[config.mk]
export PLATFORM = sky130hd
export DESIGN_NAME = sasr_top
export DESIGN_NICKNAME = d
export VERILOG_FILES = /design/src/design/sasr_pkg.sv /design/src/design/sasr_top.sv /design/src/design/sasr_buffer.sv
export SDC_FILE = /design/constraint.sdc
export NUM_CORES = 1
export LEC_CHECK = 0
export ABC_AREA = 1
export BUFFER_PORTS_ARGS = -buffer_cell sky130_fd_sc_hd__clkbuf_2
export CAP_MARGIN = 0
export CORE_MARGIN = 10
export CORE_UTILIZATION = 30
export DETAILED_ROUTE_END_ITERATION = 6
export GPL_ROUTABILITY_DRIVEN = 0
export PLACE_DENSITY_LB_ADDON = 0.1
export SYNTH_ARGS = -nofsm -noshare
export SYNTH_HDL_FRONTEND = slang
export SYNTH_HIERARCHICAL = 1
export SYNTH_SLANG_ARGS = --single-unit
[constraint.sdc]
create_clock -name clock -period 2.6 [get_ports clock]
set_clock_uncertainty 0.2 [all_clocks]
set_input_delay 0.78 -clock clock [delete_from_list [all_inputs] [get_ports clock]]
set_output_delay 0.78 -clock clock [all_outputs]
set_load 0.02 [all_outputs]
[src/design/sasr_pkg.sv]
// Package for the converter sequencer and serial read-out.
// Assumes a single 100 MHz system clock; no software registers.
package sasr_pkg;
  localparam int RES_BITS = 12;
  localparam int CNT_BITS = 5;
  localparam logic [CNT_BITS-1:0] CNT_MAX = 5'h1F;
  // Rising edge on which the converter returns to track
  localparam logic [CNT_BITS-1:0] RISE_TRACK = 5'h0D;
  // Last rising edge that resolves a result bit
  localparam logic [CNT_BITS-1:0] RISE_LAST_BIT = 5'h0C;
  // Falling edge that returns the output to high impedance
  localparam logic [CNT_BITS-1:0] FALL_RELEASE = 5'h10;
  // First and last falling edge carrying a result bit
  localparam logic [CNT_BITS-1:0] FALL_FIRST_BIT = 5'h03;
  localparam logic [CNT_BITS-1:0] FALL_LAST_BIT = 5'h0E;
  localparam logic [RES_BITS-1:0] DAC_MID = 12'h800;
  localparam logic [RES_BITS-1:0] RES_ZERO = 12'h000;
  localparam int BUF_DEPTH = 2;
  typedef enum logic [1:0] {
    ST_TRACK = 2'b01,
    ST_HOLD = 2'b10
  } sasr_state_type;
endpackage

[src/design/sasr_top.sv]
// Conversion sequencer and serial read-out of a 12-bit SAR converter.
// Assumes frame select and shift clock arrive as pins from the host and
// the comparator output arrives asynchronously from the analogue core.
`timescale 1ns/100ps
module sasr_top
  import sasr_pkg::*;
(
  input wire logic clock,
  input wire logic srst,
  input wire logic frame_sel_n,
  input wire logic shift_clk,
  input wire logic cmp_above,
  output logic serial_result_out,
  output logic serial_result_oe,
  output logic hold_active,
  output logic [RES_BITS-1:0] dac_code,
  output logic result_valid,
  input wire logic result_ready,
  output logic [RES_BITS-1:0] result_data,
  output logic capture_ready
);
  // Pin synchronisers
  logic fs_s1_r;
  logic fs_s2_r;
  logic fs_d_r;
  logic sck_s1_r;
  logic sck_s2_r;
  logic sck_d_r;
  logic cmp_s1_r;
  logic cmp_s2_r;

  sasr_state_type state_r;
  sasr_state_type state_nxt;
  logic [CNT_BITS-1:0] rise_cnt_r;
  logic [CNT_BITS-1:0] fall_cnt_r;
  logic [RES_BITS-1:0] sar_r;
  logic [RES_BITS-1:0] dac_r;
  logic out_r;
  logic oe_r;
  logic push_r;
  logic hold_r;

  wire frame_fall = fs_d_r & ~fs_s2_r;
  wire frame_on = ~fs_s2_r;
  // A shift edge seen together with the frame start is not counted, so
  // the read-out cannot slip a bit when both pins move at once
  wire edge_ok = frame_on & ~frame_fall;
  wire sck_rise = edge_ok & ~sck_d_r & sck_s2_r;
  wire sck_fall = edge_ok & sck_d_r & ~sck_s2_r;
  wire [CNT_BITS-1:0] rise_inc =
    (rise_cnt_r == CNT_MAX) ? rise_cnt_r : rise_cnt_r + 5'h01;
  wire [CNT_BITS-1:0] fall_inc =
    (fall_cnt_r == CNT_MAX) ? fall_cnt_r : fall_cnt_r + 5'h01;
  wire track_edge = sck_rise && (rise_inc == RISE_TRACK);

  // Bit under trial on rise r is 12 - r
  wire [3:0] trial_pos = 4'(RISE_LAST_BIT - rise_inc);
  wire resolving = (state_r == ST_HOLD) && (rise_inc <= RISE_LAST_BIT);
  // One-hot masks for the bit under trial and the one after it
  logic [RES_BITS-1:0] trial_mask;
  logic [RES_BITS-1:0] next_mask;
  for (genvar b = 0; b < RES_BITS; b++) begin : g_mask
    assign trial_mask[b] = (trial_pos == 4'(b));
    assign next_mask[b] = (trial_pos == 4'(b + 1));
  end
  // Keep the trial bit when the input is above the trial level
  wire [RES_BITS-1:0] sar_dec =
    cmp_s2_r ? dac_r : (dac_r & ~trial_mask);
  wire [RES_BITS-1:0] dac_dec = sar_dec | next_mask;

  // Result bit for the falling edge just counted
  wire [3:0] out_idx = 4'(FALL_LAST_BIT - fall_inc);
  wire in_data_window =
    (fall_inc >= FALL_FIRST_BIT) && (fall_inc <= FALL_LAST_BIT);
  wire out_bit = in_data_window ? sar_r[out_idx] : 1'b0;

  // Outputs straight from flip-flops
  assign serial_result_out = out_r;
  assign serial_result_oe = oe_r;
  assign hold_active = hold_r;
  assign dac_code = dac_r;

  // Hold from frame start until rise thirteen or deselect
  always_comb begin
    state_nxt = state_r;
    case (state_r)
      ST_TRACK: begin
        if (frame_fall) begin
          state_nxt = ST_HOLD;
        end
      end
      ST_HOLD: begin
        if (track_edge) begin
          state_nxt = ST_TRACK;
        end else if (!frame_on) begin
          state_nxt = ST_TRACK;
        end
      end
      default: begin
        state_nxt = ST_TRACK;
      end
    endcase
  end

  always_ff @(posedge clock) begin
    if (srst) begin
      fs_s1_r <= 1'b1;
      fs_s2_r <= 1'b1;
      fs_d_r <= 1'b1;
      sck_s1_r <= 1'b0;
      sck_s2_r <= 1'b0;
      sck_d_r <= 1'b0;
      cmp_s1_r <= 1'b0;
      cmp_s2_r <= 1'b0;
    end else begin
      fs_s1_r <= frame_sel_n;
      fs_s2_r <= fs_s1_r;
      fs_d_r <= fs_s2_r;
      sck_s1_r <= shift_clk;
      sck_s2_r <= sck_s1_r;
      sck_d_r <= sck_s2_r;
      cmp_s1_r <= cmp_above;
      cmp_s2_r <= cmp_s1_r;
    end
  end

  // Edge numbering relative to the latest frame start
  always_ff @(posedge clock) begin
    if (srst || !frame_on) begin
      rise_cnt_r <= 5'h00;
      fall_cnt_r <= 5'h00;
    end else begin
      if (sck_rise) begin
        rise_cnt_r <= rise_inc;
      end
      if (sck_fall) begin
        fall_cnt_r <= fall_inc;
      end
    end
  end

  // Track and hold state; the hold output is its own flip-flop
  always_ff @(posedge clock) begin
    if (srst) begin
      state_r <= ST_TRACK;
      hold_r <= 1'b0;
    end else begin
      state_r <= state_nxt;
      hold_r <= (state_nxt == ST_HOLD);
    end
  end

  // Successive approximation, one bit per rising edge
  always_ff @(posedge clock) begin
    if (srst) begin
      sar_r <= RES_ZERO;
      dac_r <= DAC_MID;
      push_r <= 1'b0;
    end else begin
      push_r <= (state_r == ST_HOLD) && track_edge;
      if (frame_fall) begin
        sar_r <= RES_ZERO;
        dac_r <= DAC_MID;
      end else if (sck_rise && resolving) begin
        sar_r <= sar_dec;
        dac_r <= dac_dec;
      end
    end
  end

  // Serial output launched on falling shift-clock edges
  always_ff @(posedge clock) begin
    if (srst) begin
      out_r <= 1'b0;
      oe_r <= 1'b0;
    end else if (frame_fall) begin
      out_r <= 1'b0;
      oe_r <= 1'b1;
    end else if (!frame_on) begin
      out_r <= 1'b0;
      oe_r <= 1'b0;
    end else if (sck_fall) begin
      if (fall_inc >= FALL_RELEASE) begin
        out_r <= 1'b0;
        oe_r <= 1'b0;
      end else begin
        out_r <= out_bit;
      end
    end
  end

  // Finished words wait here for the consumer
  sasr_buffer u_buffer (
    .clock(clock),
    .srst(srst),
    .in_valid(push_r),
    .in_ready(capture_ready),
    .in_data(sar_r),
    .out_valid(result_valid),
    .out_ready(result_ready),
    .out_data(result_data)
  );
endmodule

[src/design/sasr_buffer.sv]
// Two-entry word buffer with valid and ready on both sides.
// Assumes producer and consumer on the same clock as the buffer.
`timescale 1ns/100ps
module sasr_buffer
  import sasr_pkg::*;
(
  input wire logic clock,
  input wire logic srst,
  input wire logic in_valid,
  output logic in_ready,
  input wire logic [RES_BITS-1:0] in_data,
  output logic out_valid,
  input wire logic out_ready,
  output logic [RES_BITS-1:0] out_data
);
  logic [RES_BITS-1:0] mem_r [BUF_DEPTH];
  logic wr_ptr_r;
  logic rd_ptr_r;
  logic [1:0] count_r;
  wire push = in_valid & in_ready;
  wire pop = out_valid & out_ready;
  wire [1:0] count_nxt = count_r + {1'b0, push} - {1'b0, pop};

  // Full and empty come straight from the count
  assign in_ready = (count_r != 2'h2);
  assign out_valid = (count_r != 2'h0);
  assign out_data = mem_r[rd_ptr_r];

  always_ff @(posedge clock) begin
    if (srst) begin
      wr_ptr_r <= 1'b0;
      rd_ptr_r <= 1'b0;
      count_r <= 2'h0;
    end else begin
      if (push) begin
        wr_ptr_r <= ~wr_ptr_r;
      end
      if (pop) begin
        rd_ptr_r <= ~rd_ptr_r;
      end
      count_r <= count_nxt;
    end
  end

  always_ff @(posedge clock) begin
    if (push) begin
      mem_r[wr_ptr_r] <= in_data;
    end
  end
endmodule

==> summary.txt <==
Status - completed
H-tree depth - 3
Total CTS buffers - 9
Max_slew headroom - 0.6565
Post-synth top cells - nand2_1 (70), inv_1 (56), dfxtp_1 (53)
Post-CTS Setup Inserts - 0
Xor/xnor cell area share of the yosys netlist - 0.004848
Die Height - 129.8 µm
Drt pass-1 iters - 4
Async SR Flop Fraction - 0
GR Util All Layers - 0.1071
Cells after DPL - 599
Initial DRC Count - 90
Mapped Area - 3613 µm²
Post-synthesis simple-gate area fraction - 0.2251
Final ANT Viol Nets - 0
Syn Area/Cell - 8.583 µm²
Clk_lat worst skew - 340 ps
Clock Root Buffer - clkbuf_16
Slowest cell on the critical path - mux2_2
Final Max Tran Viols - 0
Final Instance Area - 4228 µm²
Crit end category - output port
DIE AREA - 16840 µm²
Worst Setup Start Kind - flop
Crit Path Max Fanout - 12
Top achievable clock speed - 0.4214 GHz
Area Growth Syn to Fin - 17.00%
Diodes inserted - 0
Dominant cell type by area after synthesis - dfxtp_1
First-pass GRT wire length - 14170 µm
Routed len/inst - 13.73 µm
Most frequent cell after synthesis - nand2_1
Worst reg2reg path depth - 14
Final Net Count - 481
Largest family of logic cells by synthesized area - simple AND/OR/NAND/NOR gates
Synth top area share - 0.2936
Syn Inst Count - 421
Clock tree buffer depth - 2
Vias in the first global route - 2857
Layout cells sized above 1 - 0.1987
Power Density - 633.0 nW/µm²
Worst reg2reg setup slack - 260 ps
Place WS - 235.8 ps
Placed Area - 3944 µm²
Ratio of final minimum period to clock period - 0.9126
Worst slew pin tran - 514.8 ps
Rows - 40
Initial antenna violation count - 0
Clk slew on worst S/H paths - 60 ps
Routed via count - 2857
Final std cells w/o fill - 615
Final wirelength - 8446 µm
Top FF cell, synth - dfxtp_1
FF-to-FF End - serial_result_out$_SDFFE_PP0P_
DP HPWL - 6355 µm
CP Data Arrival Time - 1390 ps
Final design utilization - 0.3549
#FFs+latches synth - 77
EDFF count, synth - 24
Final setup fails - 0
Endpoint, Worst Hold - sck_s2_r$_SDFF_PP0_
Syn_nets - 439
Synth cell types - 35
# DRC - 0
Hold depth - 2
Core Area - 11910 µm²
Leak - 1.840 nW
Compound-gate portion of the synthesized area - 0.1049
Largest net degree at the start of global routing - 38
Final setup margin - 227.1 ps
Crit-path max cell delay - 360 ps
Setup Crit Path Kind - flop to output port
CTS tree - yes
PostCTS Resize Cnt - 0
Ranking of synthesized cells by area - dfxtp_1 (29%), edfxtp_1 (20%), nand2_1 (7.3%), inv_1 (5.8%), nand3_1 (5.8%)
Peak supply drop - 373.7 µV
# clock sinks - 77
Hold Slack - 197.4 ps
Number of port buffers - 34
Drt via density - 4.646
Critical Path RT - 1620 ps
FF-to-FF Start - fall_cnt_r[0]$_SDFFE_PP0P_
Die width - 129.8 µm
Mux contribution to synthesized area - 0.04778
HP Start - sck_s1_r$_SDFF_PP0_
Adder-Cell Fraction of Synth Area - 0.04155
Initial Util - 0.3034
Syn. warnings - 6
Count of final hold-check violations - 0
Max Cap Viol - 0
Hold Path Class - flop to flop
Final worst path period need - 2373 ps
Register area share after synthesis - 0.4931
Crit-path cells - buf_4 -> mux2_2 -> clkbuf_2
Final Power - 2.676 mW
RSZ-0062 raised after global routing - false
Setup_tns - 0 ps
# hold bufs at CTS - 0
I/O pin cnt - 35
GR Overflow Total - 0
==> worst max-delay path: cells and delay by family (launching register included) <==
| kind | cells | cell delay (ps) |
|---|---|---|
| buf+inv | 2 | 380 |
| flops | 1 | 310 |
| mux | 1 | 360 |
==> where the power goes <==
part / leakage [nW] / switching [mW] / internal, mW
clock network: 0.126 / 0.512 / 0.646
registers: 0.668 / 0.0159 / 1.26
logic: 1.05 / 0.143 / 0.103
total: 1.84 / 0.671 / 2.01
==> metal layers <==
metal  global-route usage  vias up  part of all wire
li1                     -     1485                 -
met1               0.1283     1325              0.48
met2               0.1733       39              0.47
met3              0.04138        8             0.042
met4              0.03439        0            0.0078
met5                    0        -                 0
==> final cells by class <==
| type | count | area [µm²] |
|---|---|---|
| Fill cell | 1258 | 7684 |
| Sequential cell | 77 | 1782 |
| Multi-Input combinational cell | 275 | 1541 |
| Inverter | 60 | 230.2 |
| Clock buffer | 9 | 225.2 |
| Timing Repair Buffer | 40 | 215.2 |
| Tap cell | 147 | 183.9 |
| Clock inverter | 7 | 50.05 |
==> logic make-up after synthesis <==
kind of cell	count (synthesis)
XOR/XNOR	2
flip-flops	77
AO/OA/AOI/OAI	73
AND/OR/NAND/NOR	176
adder cells (fa/ha/maj)	12
multiplexers	12
buffers and inverters	69
==> worst max-delay path by stage <==
stage | startpoint | to
6_report | flop | result_data[0]
5_1_grt | fall_cnt_r[0]$_SDFFE_PP0P_ | serial_result_out$_SDFFE_PP0P_
4_1_cts | flop | result_data[0]
3_5_place_dp | fall_cnt_r[0]$_SDFFE_PP0P_ | serial_result_out$_SDFFE_PP0P_
3_3_place_gp | fall_cnt_r[0]$_SDFFE_PP0P_ | serial_result_out$_SDFFE_PP0P_
2_1_floorplan | fall_cnt_r[0]$_SDFFE_PP0P_ | serial_result_out$_SDFFE_PP0P_
==> registers in the layout, summed over array words and instances (netlist names), 2 cells and up, named ones only <==
signal            flops
u_buffer/mem_r       24
dac_code             12
sar_r                12
fall_cnt_r            5
rise_cnt_r            5
state_r               2
u_buffer/count_r      2
==> placed cells by master, fill, tap and decap left out, drive strengths merged <==
cell type	instances
buf	6
ha	12
nor3	6
clkinvlp	3
or2	5
mux2	12
xor2	2
o211ai	1
clkbuf	43
o21ai	33
a21oi	34
o21a	1
nand4	8
nand3	42
a31oi	1
nor2	34
inv	61
and2	1
o31ai	1
a211oi	2
edfxtp	24
clkinv	3
nand3b	1
nand2	79
dfxtp	53
Note: power is estimated with default switching activity, not from simulation.
